$ cat src/rtl/edr_pkg.sv
// Shared constants and types for the controller and DMA register bank with access hazards.
package edr_pkg;

    // Target of one host instruction.
    localparam logic [1:0] TGT_DMA = 2'h0;
    localparam logic [1:0] TGT_CTRL = 2'h1;
    localparam logic [1:0] TGT_EXT = 2'h2;
    localparam logic [1:0] TGT_OTHER = 2'h3;

    // Register indices within the bank.
    localparam logic [3:0] IDX_TX_REQ = 4'h0;
    localparam logic [3:0] IDX_RX_REQ = 4'h1;
    localparam logic [3:0] IDX_STATUS = 4'h2;
    localparam logic [3:0] IDX_PERMIT = 4'h3;
    localparam logic [3:0] IDX_MISSED = 4'h4;
    localparam logic [3:0] IDX_BIT_RATE = 4'h5;
    localparam logic [3:0] IDX_STATION_HI = 4'h6;
    localparam logic [3:0] IDX_CTRL_MODE = 4'h7;
    localparam logic [3:0] IDX_CTRL_IPERMIT = 4'h8;

    // Field positions.
    localparam int REQ_BIT = 0;
    localparam int HALF_W = 16;

    // Values after reset and half-word masks.
    localparam logic [31:0] RST_WORD = 32'h0000_0000;
    localparam logic [31:0] RST_BIT_RATE = 32'h0000_0000;
    localparam logic [31:0] UPPER_MASK = 32'hffff_0000;
    localparam logic [31:0] LOWER_MASK = 32'h0000_ffff;

    // Hazard history of the previous host instruction.
    typedef enum logic [3:0] {
        EDR_H_CLEAN = 4'b0001,
        EDR_H_CWR = 4'b0010,
        EDR_H_CRD = 4'b0100,
        EDR_H_DRD = 4'b1000
    } edr_hist_t;

    typedef struct packed {
        logic write;
        logic indirect;
        logic [1:0] target;
        logic [3:0] idx;
        logic [31:0] wdata;
    } edr_req_t;

    typedef struct packed {
        logic upper_zero;
        logic upper_copy;
        logic br_garbage;
        logic ext_corrupt;
    } edr_haz_t;

endpackage : edr_pkg

$ cat src/rtl/edr_hazard.sv
// Tracks the previous host access and flags the back-to-back access hazards.
`timescale 1ns/1ps
module edr_hazard (
    input wire logic sys_clk_i,
    input wire logic resetn_i,
    input wire logic req_valid_i,
    input edr_pkg::edr_req_t req_i,
    output edr_pkg::edr_haz_t haz_o
);

    edr_pkg::edr_hist_t hist_q;
    edr_pkg::edr_hist_t hist_d;
    logic plain_ind;
    logic is_ctrl;
    logic is_dma;
    logic affected_wr;
    logic affected_rd;

    always_comb begin
        plain_ind = req_valid_i && req_i.indirect;
        is_ctrl = (req_i.target == edr_pkg::TGT_CTRL);
        is_dma = (req_i.target == edr_pkg::TGT_DMA);
        // The interrupt permit register has a reserved upper half, so writes cannot hurt it.
        affected_wr = is_ctrl && (req_i.idx == edr_pkg::IDX_STATION_HI);
        affected_rd = is_ctrl && ((req_i.idx == edr_pkg::IDX_STATION_HI) ||
                      (req_i.idx == edr_pkg::IDX_CTRL_MODE));
        haz_o.upper_zero = plain_ind && !req_i.write && affected_wr &&
                           (hist_q == edr_pkg::EDR_H_CWR);
        haz_o.upper_copy = plain_ind && !req_i.write && affected_rd &&
                           (hist_q == edr_pkg::EDR_H_CRD);
        haz_o.br_garbage = plain_ind && req_i.write && is_dma &&
                           (req_i.idx == edr_pkg::IDX_BIT_RATE) &&
                           (hist_q != edr_pkg::EDR_H_CLEAN) &&
                           (hist_q != edr_pkg::EDR_H_CWR);
        haz_o.ext_corrupt = plain_ind && (req_i.target == edr_pkg::TGT_EXT) &&
                            (hist_q != edr_pkg::EDR_H_CLEAN) &&
                            (hist_q != edr_pkg::EDR_H_CWR);
        hist_d = hist_q;
        if (req_valid_i) begin
            if (is_ctrl && req_i.write) begin
                hist_d = edr_pkg::EDR_H_CWR;
            end else if (is_ctrl) begin
                hist_d = edr_pkg::EDR_H_CRD;
            end else if (is_dma && !req_i.write && (req_i.idx != edr_pkg::IDX_BIT_RATE)) begin
                hist_d = edr_pkg::EDR_H_DRD;
            end else begin
                hist_d = edr_pkg::EDR_H_CLEAN;
            end
        end
    end

    always_ff @(posedge sys_clk_i or negedge resetn_i) begin
        if (!resetn_i) begin
            hist_q <= edr_pkg::EDR_H_CLEAN;
        end else begin
            hist_q <= hist_d;
        end
    end

endmodule : edr_hazard

$ cat src/rtl/edr_regbank.sv
// Controller and DMA register bank that reproduces the documented access hazards.
`timescale 1ns/1ps
module edr_regbank (
    input wire logic sys_clk_i,
    input wire logic resetn_i,
    input wire logic req_valid_i,
    input edr_pkg::edr_req_t req_i,
    input wire logic tx_done_i,
    input wire logic rx_done_i,
    input wire logic [31:0] status_evt_i,
    input wire logic missed_evt_i,
    output logic rvalid_o,
    output logic [31:0] rdata_o,
    output logic ext_strobe_o,
    output logic ext_corrupt_o,
    output logic transmit_request_bit_o,
    output logic receive_request_bit_o,
    output logic [31:0] combined_status_o,
    output logic [31:0] status_permit_o,
    output logic [31:0] bit_rate_o,
    output logic [31:0] missed_count_o
);

    edr_pkg::edr_haz_t haz;

    logic tx_req_q;
    logic tx_req_d;
    logic rx_req_q;
    logic rx_req_d;
    logic [31:0] status_q;
    logic [31:0] status_d;
    logic [31:0] permit_q;
    logic [31:0] permit_d;
    logic [31:0] missed_q;
    logic [31:0] missed_d;
    logic [31:0] bit_rate_q;
    logic [31:0] bit_rate_d;
    logic [31:0] station_hi_q;
    logic [31:0] station_hi_d;
    logic [31:0] mode_q;
    logic [31:0] mode_d;
    logic [31:0] ipermit_q;
    logic [31:0] ipermit_d;
    logic [31:0] rdata_q;
    logic [31:0] rdata_d;
    logic [31:0] prev_rd_q;
    logic [31:0] prev_rd_d;
    logic rvalid_q;
    logic rvalid_d;
    logic ext_strobe_q;
    logic ext_strobe_d;
    logic ext_corrupt_q;
    logic ext_corrupt_d;

    logic wr_dma;
    logic wr_ctrl;
    logic rd_bank;
    logic [31:0] raw;

    edr_hazard u_hazard (
        .sys_clk_i(sys_clk_i),
        .resetn_i(resetn_i),
        .req_valid_i(req_valid_i),
        .req_i(req_i),
        .haz_o(haz)
    );

    // Register state.
    always_comb begin
        wr_dma = req_valid_i && req_i.write && (req_i.target == edr_pkg::TGT_DMA);
        wr_ctrl = req_valid_i && req_i.write && (req_i.target == edr_pkg::TGT_CTRL);
        tx_req_d = tx_req_q;
        rx_req_d = rx_req_q;
        permit_d = permit_q;
        bit_rate_d = bit_rate_q;
        station_hi_d = station_hi_q;
        mode_d = mode_q;
        ipermit_d = ipermit_q;
        // Request bits drop when the frame datapath finishes; a host set in the same cycle wins.
        if (tx_done_i) begin
            tx_req_d = 1'b0;
        end
        if (rx_done_i) begin
            rx_req_d = 1'b0;
        end
        status_d = status_q;
        if (wr_dma && (req_i.idx == edr_pkg::IDX_STATUS)) begin
            status_d = status_q & ~req_i.wdata;
        end
        // Hardware events are ORed after the write-one-to-clear so they are never lost.
        status_d = status_d | status_evt_i;
        missed_d = missed_q;
        if (missed_evt_i) begin
            missed_d = missed_q + 32'h0000_0001;
        end
        if (wr_dma) begin
            unique case (req_i.idx)
                edr_pkg::IDX_TX_REQ: begin
                    if (req_i.wdata[edr_pkg::REQ_BIT]) begin
                        tx_req_d = 1'b1;
                    end else if (!tx_done_i) begin
                        tx_req_d = 1'b0;
                    end
                end
                edr_pkg::IDX_RX_REQ: begin
                    if (req_i.wdata[edr_pkg::REQ_BIT]) begin
                        rx_req_d = 1'b1;
                    end else if (!rx_done_i) begin
                        rx_req_d = 1'b0;
                    end
                end
                edr_pkg::IDX_PERMIT: begin
                    permit_d = req_i.wdata;
                end
                edr_pkg::IDX_BIT_RATE: begin
                    // A hazardous write stores the stale bus word instead of the data.
                    bit_rate_d = haz.br_garbage ? prev_rd_q : req_i.wdata;
                end
                default: begin
                    // Missed counter and status handled above; writes to the counter are dropped.
                    permit_d = permit_q;
                end
            endcase
        end
        if (wr_ctrl) begin
            unique case (req_i.idx)
                edr_pkg::IDX_STATION_HI: begin
                    station_hi_d = req_i.wdata;
                end
                edr_pkg::IDX_CTRL_MODE: begin
                    mode_d = req_i.wdata;
                end
                edr_pkg::IDX_CTRL_IPERMIT: begin
                    ipermit_d = req_i.wdata & edr_pkg::LOWER_MASK;
                end
                default: begin
                    mode_d = mode_q;
                end
            endcase
        end
    end

    // Read path and bus side effects.
    always_comb begin
        rd_bank = req_valid_i && !req_i.write &&
                  ((req_i.target == edr_pkg::TGT_DMA) || (req_i.target == edr_pkg::TGT_CTRL));
        raw = edr_pkg::RST_WORD;
        if (req_i.target == edr_pkg::TGT_DMA) begin
            unique case (req_i.idx)
                edr_pkg::IDX_TX_REQ: raw = {31'h0000_0000, tx_req_q};
                edr_pkg::IDX_RX_REQ: raw = {31'h0000_0000, rx_req_q};
                edr_pkg::IDX_STATUS: raw = status_q;
                edr_pkg::IDX_PERMIT: raw = permit_q;
                edr_pkg::IDX_MISSED: raw = missed_q;
                edr_pkg::IDX_BIT_RATE: raw = bit_rate_q;
                default: raw = edr_pkg::RST_WORD;
            endcase
        end else if (req_i.target == edr_pkg::TGT_CTRL) begin
            unique case (req_i.idx)
                edr_pkg::IDX_STATION_HI: raw = station_hi_q;
                edr_pkg::IDX_CTRL_MODE: raw = mode_q;
                edr_pkg::IDX_CTRL_IPERMIT: raw = ipermit_q;
                default: raw = edr_pkg::RST_WORD;
            endcase
        end
        rdata_d = rdata_q;
        prev_rd_d = prev_rd_q;
        rvalid_d = rd_bank;
        if (rd_bank) begin
            if (haz.upper_zero) begin
                rdata_d = raw & edr_pkg::LOWER_MASK;
            end else if (haz.upper_copy) begin
                rdata_d = (prev_rd_q & edr_pkg::UPPER_MASK) |
                          (raw & edr_pkg::LOWER_MASK);
            end else begin
                rdata_d = raw;
            end
            // The true register word lingers on the internal bus for the next access.
            prev_rd_d = raw;
        end
        ext_strobe_d = req_valid_i && (req_i.target == edr_pkg::TGT_EXT);
        ext_corrupt_d = haz.ext_corrupt;
    end

    always_ff @(posedge sys_clk_i or negedge resetn_i) begin
        if (!resetn_i) begin
            tx_req_q <= 1'b0;
            rx_req_q <= 1'b0;
            status_q <= edr_pkg::RST_WORD;
            permit_q <= edr_pkg::RST_WORD;
            missed_q <= edr_pkg::RST_WORD;
            bit_rate_q <= edr_pkg::RST_BIT_RATE;
            station_hi_q <= edr_pkg::RST_WORD;
            mode_q <= edr_pkg::RST_WORD;
            ipermit_q <= edr_pkg::RST_WORD;
            rdata_q <= edr_pkg::RST_WORD;
            prev_rd_q <= edr_pkg::RST_WORD;
            rvalid_q <= 1'b0;
            ext_strobe_q <= 1'b0;
            ext_corrupt_q <= 1'b0;
        end else begin
            tx_req_q <= tx_req_d;
            rx_req_q <= rx_req_d;
            status_q <= status_d;
            permit_q <= permit_d;
            missed_q <= missed_d;
            bit_rate_q <= bit_rate_d;
            station_hi_q <= station_hi_d;
            mode_q <= mode_d;
            ipermit_q <= ipermit_d;
            rdata_q <= rdata_d;
            prev_rd_q <= prev_rd_d;
            rvalid_q <= rvalid_d;
            ext_strobe_q <= ext_strobe_d;
            ext_corrupt_q <= ext_corrupt_d;
        end
    end

    always_comb begin
        rvalid_o = rvalid_q;
        rdata_o = rdata_q;
        ext_strobe_o = ext_strobe_q;
        ext_corrupt_o = ext_corrupt_q;
        transmit_request_bit_o = tx_req_q;
        receive_request_bit_o = rx_req_q;
        combined_status_o = status_q;
        status_permit_o = permit_q;
        bit_rate_o = bit_rate_q;
        missed_count_o = missed_q;
    end

endmodule : edr_regbank

$ cat config.mk
export PLATFORM = sky130hd
export DESIGN_NAME = edr_regbank
export DESIGN_NICKNAME = d
export VERILOG_FILES = /design/src/rtl/edr_pkg.sv /design/src/rtl/edr_hazard.sv /design/src/rtl/edr_regbank.sv
export SDC_FILE = /design/constraint.sdc
export NUM_CORES = 1
export LEC_CHECK = 0
export BUFFER_PORTS_ARGS = -buffer_cell sky130_fd_sc_hd__buf_2
export CORE_UTILIZATION = 30
export CTS_BUF_LIST = sky130_fd_sc_hd__clkbuf_4
export DETAILED_ROUTE_END_ITERATION = 16
export GPL_TIMING_DRIVEN = 0
export PLACE_DENSITY_LB_ADDON = 0.12
export SETUP_SLACK_MARGIN = 0.4
export SLEW_MARGIN = 10
export SYNTH_ARGS = -nofsm -noshare
export SYNTH_HDL_FRONTEND = slang
export SYNTH_HIERARCHICAL = 1
export SYNTH_SLANG_ARGS = --single-unit
$ cat constraint.sdc
create_clock -name sys_clk_i -period 2.6 [get_ports sys_clk_i]
set_input_delay 0.52 -clock sys_clk_i [delete_from_list [all_inputs] [get_ports sys_clk_i]]
set_output_delay 0.52 -clock sys_clk_i [all_outputs]
set_load 0.02 [all_outputs]
**After elaboration in Yosys (flattened, before gate mapping)**

Index checks and enable logic that the tools add are counted.

- Reductions and logical operators: 36
- Multiplexer cells: 21
- Bitwise operators: 4
- Add/subtract/negate cells: 1
- Eq/ne operators: 15

Operator list:

| kind | number |
|---|---|
| $mux W32 | 6 |
| $pmux W32 S6 | 1 |
| $pmux W32 S3 | 1 |
| $add A32 B1 Y32 const B | 1 |
| $and A32 B32 Y32 | 1 |
| $not A32 Y32 | 1 |
| $or A32 B16 Y32 | 1 |
| $or A32 B32 Y32 | 1 |
| $logic_and A1 B1 Y1 | 26 |
| $eq A4 B3 Y1 const B | 5 |
| $eq A4 B2 Y1 const B | 3 |
| $mux W4 | 3 |
| $mux W1 | 10 |
| $reduce_and A2 Y1 | 5 |
| $eq A4 B1 Y1 const B | 1 |
| $eq A4 B4 Y1 const B | 1 |
| $logic_not A4 Y1 | 1 |
| $ne A4 B1 Y1 const B | 1 |
| $ne A4 B2 Y1 const B | 1 |
| $ne A4 B3 Y1 const B | 1 |
| $eq A2 B1 Y1 const B | 1 |
| $eq A2 B2 Y1 const B | 1 |
| $logic_not A2 Y1 | 1 |
| $logic_or A1 B1 Y1 | 2 |
| $logic_not A1 Y1 | 1 |

- Output and inout port bits: 165
- Register bits: 281
- Logic and storage cells: 92
- Input bits: 78

**Depth between registers and ports, before layout**

Gate-level depths: netlist (run 1).

- Word-level depth: 7
- Gate-level depth with buffers: 8
- Mapped depth without buffers: 5

**By module**

The synthesis (run 1) kept the hierarchy.

By module, submodules not included:

| module | instances | seq. area each (um^2) | area each (um^2) | cells each |
|---|---|---|---|---|
| edr_regbank | 1 | 6531.3 | 12721.0 | 1124 |
| edr_hazard | 1 | 101.3 | 300.3 | 27 |

**Worst setup path before layout (run 1)**

Ideal clock, no wire load.

- Path kind: in2reg
- Start: in req_i[33] (netlist name)
- End: reg ipermit_q[10]
- Data arrival time: 2067 ps
- Setup slack: 409 ps
- Data required time: 2475 ps
- Stages: 5
- Cells stage by stage: buf_2 > or4b_4 > nor3_4 > buf_2 > mux2_2

- Word-level cells in the longest chain between the ends: 2

Ends and longest elaborated chain:

| item | line | text |
|---|---|---|
| start: declaration | edr_regbank.sv:7 | `input edr_pkg::edr_req_t req_i,` |
| $eq A4 B4 Y1 | edr_regbank.sv:126 | `unique case (req_i.idx)` |
| $reduce_and A2 Y1 (no source line) | n/a |  |
| end signal: assignment | edr_regbank.sv:195 | `ipermit_q <= edr_pkg::RST_WORD;` |
| end signal: assignment | edr_regbank.sv:210 | `ipermit_q <= ipermit_d;` |
| end: declaration | edr_regbank.sv:42 | `logic [31:0] ipermit_q;` |

Every way passes these cells.
A chain may end at the register's enable or synchronous reset.

**Worst setup path in the final report (run 1)**

- Start: reg missed_q[3] (netlist: missed_count_o[3])
- End: reg missed_q[17] (netlist: missed_count_o[17])

- Word-level cells in the longest chain between the ends: 1

Ends and longest elaborated chain:

| item | line | text |
|---|---|---|
| start: declaration | edr_regbank.sv:34 | `logic [31:0] missed_q;` |
| start signal: assignment | edr_regbank.sv:191 | `missed_q <= edr_pkg::RST_WORD;` |
| start signal: assignment | edr_regbank.sv:206 | `missed_q <= missed_d;` |
| $add A32 B1 Y32 | edr_regbank.sv:94 | `missed_d = missed_q + 32'h0000_0001;` |

Every way passes these cells.

==> metrics.md, run 1 <==
| Metric | Value |
|---|---|
| Syn Nets | `roughly 1200` |
| I/O Pins | `243` |
| Final TNS setup | `0 ps` |
| Synth area leaders | `dfrtp_1 (51%), mux2_2 (9.5%), mux2i_1 (7.5%)` |
| CP cell instances | `nand4_1, nor3_2, nand3_1, xnor2_1` |
| Leakage power | `7.689 nW` |
| Routed vias/inst | `a little over 5` |
| Cell area after synthesis | `approximately 13000 um2` |
| Initial Util | `30.70%` |
| Layout cell share with drive strength beyond 1 | `35.48%` |
| Post-DP HPWL | `33.78 mm` |
| # rows | `75` |
| Core Region | `about 42000 um2` |
| Top FF cell, synth | `dfrtp_1` |
| Fin crit period | `approximately 2200 ps` |
| Area share of fa/ha/maj cells after synthesis | `less than 1%` |
| Clk_skew | `between 40 and 50 ps` |
| Largest area contributor in the netlist | `dfrtp_1` |
| GRT overflow | `0` |
| Setup-failing EPs final | `0` |
| Initial drt markers | `between 500 and 600` |
| Top delay family on crit path | `simple AND/OR/NAND/NOR gates` |
| Asr flop ratio synth | `100.0%` |
| Largest net degree at the start of global routing | `75` |
| Vias in the first global route | `11300` |
| Compound-Gate Fraction of Synth Area | `between 10% and 20%` |
| Final core utilization | `about two fifths` |
| Relative slew slack | `about two fifths` |
| Final wirelength | `between 40 and 50 mm` |
| Simple logic cell fraction of the synthesized area | `~15%` |
| Pwr per Cell Area | `~620 nW/um2` |
| Num CTS Buffers | `80` |
| Crit Path Max Fanout | `7` |
| Slew Limit Fails | `0` |
| DR vias | `about 11000` |
| Post-Syn Instances | `between 1000 and 1500` |
| CTS clk-pin slew, worst paths | `~70 ps` |
| Post-synthesis mux area share | `between 10% and 20%` |
| # placed instances | `a little under 2000` |
| Die Wd | `about 210 um` |
| Die footprint | `roughly 44000 um2` |
| GRT Util Overall | `between 20% and 30%` |
| Die Ht | `210.3 um` |
| Worst Setup Path Type | `reg -> reg` |
| Xor/xnor share of the synthesized area | `between 2 and 2.5%` |
| Count leader, synth | `dfrtp_1` |
| Worst min-delay path category | `in -> reg` |
| Post-synth EDFFs | `0` |
| CP arrival | `between 2000 and 3000 ps` |
| Area Growth Syn to Fin | `28.33%` |
| Design Power | `10.36 mW` |
| Commonest cells post-synth | `dfrtp_1 (264), mux2_2 (110), mux2i_1 (97)` |
| Endpoints failing hold | `0` |
| Max-cap check violation count | `0` |
| Critical path data required time | `approximately 3300 ps` |
| Initial antenna violation count | `3` |
| Non-filler instance count after layout | `around 2200` |
| First-pass GRT wire length | `71.50 mm` |
| Final ANT Viol Nets | `0` |
| Final period util | `around 83%` |
| Clk buf depth | `3` |
| First-pass DRT Iterations | `5` |
| Synth Area per Inst | `~11 um2` |
| Top-area cell type share of the netlist area | `50.74%` |
| DRC violations left | `0` |
| Clk Latency, worst-skew pair | `just over 800 ps` |
| Slew of the pin with the lowest slew margin | `878.1 ps` |
| Fmax | `464.4 MHz` |
| Buf+Inv Stages, Crit Path | `0` |
| Slowest cell on crit path | `nor3_2` |
| CP max stage delay | `roughly 700 ps` |
| # port buffers | `~240` |
| Final GP Congestion | `0.8157` |
| Unrepaired setup endpoints after global routing | `true` |
| Status | `completed` |
| Count of cell types in the netlist | `between 60 and 70` |
| CTS tree | `done` |
| Flops & latches, synth | `roughly 270` |
| Crit start category | `register` |
| # H-tree levels | `3` |
| Worst setup EP type | `register` |
| Largest family of logic cells by synthesized area | `multiplexers` |
| Root Buffer | `clkbuf_4` |
| WL/cell | `21.99 um` |
| Synth Warn # | `6` |
| Nets | `roughly 1600` |
| TritonCTS Sinks | `between 200 and 300` |
| Worst ir drop on vdd | `roughly 300 uV` |
| Seq/Total Area, Yosys | `between 50% and 60%` |
-- layout by cell type, fill, tap and decap left out, drive strengths merged, types with 2 or more instances in the layout --
cell type and count:
a2111oi 2, a211oi 30, a21o 33, a21oi 38, a221oi 15, and2 2, and3 6, and4 6
and4bb 2, buf 301, bufinv 2, clkbuf 154, clkinv 14, dfrtp 264, diode 5, dlygate4sd3 59
inv 8, mux2 114, mux2i 97, nand2 73, nand2b 5, nand3 15, nand3b 64, nand4 11
nor2 76, nor2b 16, nor3 38, nor4 21, nor4b 3, o21ai 17, o22ai 16, o2bb2ai 16
o41ai 16, or3b 2, or4b 2, xnor2 25, xor2 7
-- flip-flops by register name, indices dropped and copies added, names as in the netlist, 4 cells and up --
signal / count
bit_rate_o: 32
combined_status_o: 32
missed_count_o: 32
mode_q: 32
rdata_o: 32
station_hi_q: 32
status_permit_o: 32
ipermit_q: 16
prev_rd_q: 16
u_hazard/hist_q: 4
-- stage by stage --
step / setup slack (ps) / hold slack [ps] / area [um2]
4_1_cts: 129.5 / 0.8273 / 16640
3_5_place_dp: -516.7 / 467.6 / 15050
5_1_grt: 309.4 / 14.14 / 16710
6_report: 446.5 / 68.49 / 16710
3_3_place_gp: -4387 / 466.5 / 14950
2_1_floorplan: 408.5 / 224.4 / 13020
-- repair_timing --
item | 4_1_cts | 5_1_grt
endpoints found under the hold margin | 157 | 0
endpoints found under the setup margin | 74 | 53
buffers inserted | 0 | 0
resized for setup | 18 | 20
pin swaps | 0 | 2
hold buffers | 59 | 0
-- path summary, 6_finish.rpt --
check,from,endpoint,slack (ps),cells after the start
setup reg to reg,missed_count_o[3]$_DFFE_PN0P_,missed_count_o[17]$_DFFE_PN0P_,450,4
max in group asynchronous,resetn_i,prev_rd_q[28]$_DFFE_PN0P_,1210,4
hold reg to reg,rdata_o[25]$_DFFE_PN0P_,rdata_o[25]$_DFFE_PN0P_,480,2
hold / removal,req_i[28],mode_q[28]$_DFFE_PN0P_,70,2
min in group asynchronous,resetn_i,ext_strobe_o$_DFF_PN0_,270,2
setup / recovery,missed_count_o[3]$_DFFE_PN0P_,missed_count_o[17]$_DFFE_PN0P_,450,4
-- layer usage --
| metal | global-route usage [%] | vias up | share of wire, % |
|---|---|---|---|
| met3 | 4.961 | 83 | 5.9 |
| met1 | 29.48 | 5488 | 45 |
| met2 | 34.32 | 371 | 46 |
| met5 | 0 | - | 0.019 |
| met4 | 7.878 | 2 | 2.5 |
| li1 | - | 5018 | - |
-- power breakdown --
group | internal [mW] | total (mW) | switching [mW] | leakage [nW]
registers | 4.45 | 4.75 | 0.300 | 3.42
clock network | 2.13 | 4.02 | 1.90 | 0.570
logic | 0.659 | 1.59 | 0.936 | 3.70
total | 7.23 | 10.4 | 3.13 | 7.69
-- final cells by class --
cell class / instances / area [um2]
flip-flops and latches: 265 / 6633
inverters: 6 / 22.52
plain buffers: 100 / 531.8
repair buffers: 304 / 1894
diodes: 5 / 12.51
well taps: 577 / 721.9
multi-input cells: 780 / 5939
clock buffers: 110 / 825.8
clock inverters: 19 / 128.9
fillers: 4349 / 25710
-- kinds of logic (layout without fill, tap and decap cells) --
kind of cell	Yosys count	in the layout
xor+xnor	32	32
simple gates	347	347
flops	265	265
fa+ha+maj	1	1
other cells	0	5
compound gates	189	189
buf+inv	106	539
mux	211	211
-- worst register-to-register path, delay by kind of cell (launching register included) --
family                    cells  cell delay [ps]
xor gates and xnor gates      1              160
and+or+nand+nor               3             1410
DFF                           1              470
Power figures use the tool's default switching activity.
==> run 2, diff against run 1 <==
==> constraint.sdc (replaced) <==
create_clock -name sys_clk_i -period 2.2 [get_ports sys_clk_i]
set_input_delay 0.44 -clock sys_clk_i [delete_from_list [all_inputs] [get_ports sys_clk_i]]
set_output_delay 0.44 -clock sys_clk_i [all_outputs]
set_load 0.02 [all_outputs]
==> run 2 against run 1 <==
Fmax grew 13%. Clock power grew 24%. Sequential share of layout area shrank 6.4 points. Global-route usage grew 1.7 points. Clock skew grew 8.6 ps. Total power grew 30%. Count of clock-buffer cells in the layout grew 13. First-iteration DRC count grew 27%. Critical path depth grew 3. Sequential power grew 17%.
==> metrics.md, run 2 (synthesized netlist as in run 1, its figures left out) <==
| Metric | Value |
|---|---|
| Worst R2R End | `rdata_o[22]$_DFFE_PN0P_` |
| Initial Util | `30.70% (unchanged)` |
| Worst setup EP type | `register` |
| Final wirelength | `52.19 mm (+9.6%)` |
| Leakage power | `9.280 nW (+21%)` |
| Nets | `1825 (+13%)` |
| Area Growth Syn to Fin | `53.94%` |
| Worst ir drop on vdd | `360.7 uV (+22%)` |
| Worst min-delay path category | `in -> reg` |
| TritonCTS Sinks | `265 (unchanged)` |
| Routed vias/inst | `4.971 (-1.8%)` |
| Clk buf depth | `3 (unchanged)` |
| Seq pwr share | `41.5% (-4.3 points)` |
| WHS | `85.05 ps (+16.57 ps)` |
| Critical Path Start | `u_hazard/hist_q[0]$_DFFE_PN1P_` |
| R2R depth | `7 (+3)` |
| CP max stage delay | `390 ps (-300 ps)` |
| Buf+Inv Stages, Crit Path | `3 (+3)` |
| Die Ht | `210.3 um (unchanged)` |
| Top delay family on crit path | `simple AND/OR/NAND/NOR gates` |
| Slew Limit Fails | `0 (unchanged)` |
| Clock share of power | `37.0% (-1.8 points)` |
| FF+latch area | `6664 um2 (+0.47%)` |
| # rows | `75 (unchanged)` |
| CTS tree | `done` |
| Core Region | `42420 um2 (unchanged)` |
| Layout cell share with drive strength beyond 1 | `47.11% (+12 points)` |
| Die Wd | `210.3 um (unchanged)` |
| Crit start category | `register` |
| Post-DP HPWL | `33.65 mm (-0.36%)` |
| Relative slew slack | `43.59% (+2.1 points)` |
| Crit Path Max Fanout | `5 (-2)` |
| Final core utilization | `47.26% (+7.9 points)` |
| Vias in the first global route | `12462 (+10%)` |
| Filler cell count | `4009 (-7.8%)` |
| Status | `completed` |
| Die footprint | `44240 um2 (unchanged)` |
| Most used cells in the layout excluding fill and tap cells | `dfrtp_1 (239), buf_4 (201), buf_6 (174)` |
| Combinational Power Share | `21.5% (+6.1 points)` |
| GRT Util Overall | `23.59% (+1.7 points)` |
| CP arrival | `2500 ps (-320 ps)` |
| Sw Share | `29.96% (-0.25 points)` |
| Final GP Congestion | `0.8235 (+0.96%)` |
| DR vias | `11842 (+8.0%)` |
| First-pass GRT wire length | `77.40 mm (+8.2%)` |
| Slowest cell on crit path | `dfstp_2` |
| Switching power | `4.023 mW (+28%)` |
| Max-cap check violation count | `0 (unchanged)` |
| Clk_skew | `49.82 ps (+8.646 ps)` |
| Final ANT Viol Nets | `0 (unchanged)` |
| CP cell instances | `nor4b_4, nand4_2, buf_6, nor4b_4, buf_6, clkbuf_16, o41ai_2` |
| Initial antenna violation count | `2 (-1)` |
| GRT overflow | `0 (unchanged)` |
| # H-tree levels | `3 (unchanged)` |
| I/O Pins | `243 (unchanged)` |
| Launching point of the worst reg2reg path | `u_hazard/hist_q[0]$_DFFE_PN1P_` |
| WP depth | `7 (+3)` |
| Initial drt markers | `714 (+27%)` |
| Critical path data required time | `2790 ps (-480 ps)` |
| Worst setup margin | `294.1 ps (-152.4 ps)` |
| Setup-failing EPs final | `0 (unchanged)` |
| CTS clk-pin slew, worst paths | `60 ps (about the same)` |
| Slew of the pin with the lowest slew margin | `846.1 ps (-32.02 ps)` |
| Worst Setup Path Type | `reg -> reg` |
| Final period util | `86.63% (+3.8 points)` |
| Fin crit period | `1906 ps (-247.6 ps)` |
| Pint | `9.403 mW (+30%)` |
| Unrepaired setup endpoints after global routing | `true` |
| CP Capture Point | `rdata_o[22]$_DFFE_PN0P_` |
| Pwr per Cell Area | `669.8 nW/um2 (+8.0%)` |
| First-pass DRT Iterations | `5 (unchanged)` |
| Root Buffer | `clkbuf_4` |
| Largest net degree at the start of global routing | `103 (+37%)` |
| Flop2flop setup slack | `290 ps (-150 ps)` |
| # port buffers | `242 (unchanged)` |
| Fmax | `524.7 MHz (+13%)` |
| Num CTS Buffers | `81 (+1.3%)` |
| Multi-input logic area | `6311 um2 (+6.3%)` |
| Clk Latency, worst-skew pair | `780 ps (-30 ps)` |
| WL/cell | `21.91 um (-0.37%)` |
| Post-Place Worst Slack | `-754.4 ps (-237.7 ps)` |
| Commonest non-fill, non-tap cell in the layout | `dfrtp_1` |
| Endpoints failing hold | `0 (unchanged)` |
| DRC violations left | `0 (unchanged)` |
| Design Power | `13.43 mW (+30%)` |
==> run 2: cell types whose count changed in the layout (fill, tap and decap cells not counted), sizes merged <==
cell           before  now
dlygate4sd3        59   70
diode               5    3
buf               301  489
clkbuf            154  175
bufinv              2    1
clkinvlp            1    0
inv                 8    6
clkinv             14   15
clkdlybuf4s15       0    1
==> run 2: metal layers <==
layer,global-route usage (%),vias up,routed length [um]
met1,32.05,5945,23980
met3,5.125,107,2919
li1,-,5428,-
met4,8.960,0,1552
met2,36.66,362,23740
met5,0,-,0
==> run 2: how the worst min path moves through the flow <==
stage	startpoint	to	slack (ps)	cells past startpoint
2_1_floorplan	resetn_i	bit_rate_o[0]$_DFFE_PN0P_	140	0
3_3_place_gp	station_hi_q[2]$_DFFE_PN0P_	station_hi_q[2]$_DFFE_PN0P_	470	1
3_5_place_dp	resetn_i	ext_strobe_o$_DFF_PN0_	440	1
4_1_cts	req_i[0]	receive_request_bit_o$_DFF_PN0_	3	3
5_1_grt	req_i[0]	receive_request_bit_o$_DFF_PN0_	30	3
6_report	req_i[39]	u_hazard/hist_q[0]$_DFFE_PN1P_	90	3
==> run 2: power groups by stage <==
stage / logic, mW / registers (mW) / clock network [mW]
final: 2.89 / 5.57 / 4.97
after global routing: 3.08 / 5.60 / 5.41
after CTS: 2.80 / 5.56 / 5.11
after detailed placement: 1.86 / 5.70 / 0
after global placement: 1.83 / 5.69 / 0
after floorplan: 0.871 / 5.84 / 0
==> run 2: layout make-up <==
| class | instances | share of cell area, % |
|---|---|---|
| antenna | 3 | 0.03745 |
| buffer | 100 | 4.070 |
| clock buffer | 123 | 4.606 |
| clock inverter | 16 | 0.4432 |
| inverter | 6 | 0.1124 |
| multi-input combinational | 780 | 31.48 |
| sequential | 265 | 33.24 |
| tap | 577 | 3.602 |
| timing repair buffer | 512 | 22.40 |
==> run 2: repair_timing <==
item                       in CTS  in global routing
hold buffers                   70                  0
setup endpoints to repair     297                234
setup buffers                 161                 33
hold endpoints to repair      217                  0
gates cloned                    4                  0
pin swaps                      46                 27
gates resized for setup       383                 60
==> run 2: tightest hold or removal path, stage by stage <==
cell,delay (ps)
buf_2,150
o21bai_1,140
a31oi_1,80
==> run 2: per-stage QoR <==
step / cell area, um2 / instances / TNS, ps
finish: 20050 / 2382 / 0
global route: 20050 / 2382 / 0
CTS: 19630 / 2346 / 0
detailed placement: 15310 / 1972 / -92210
global placement: 15250 / 1970 / -1341270
floorplan: 13310 / 1151 / 0
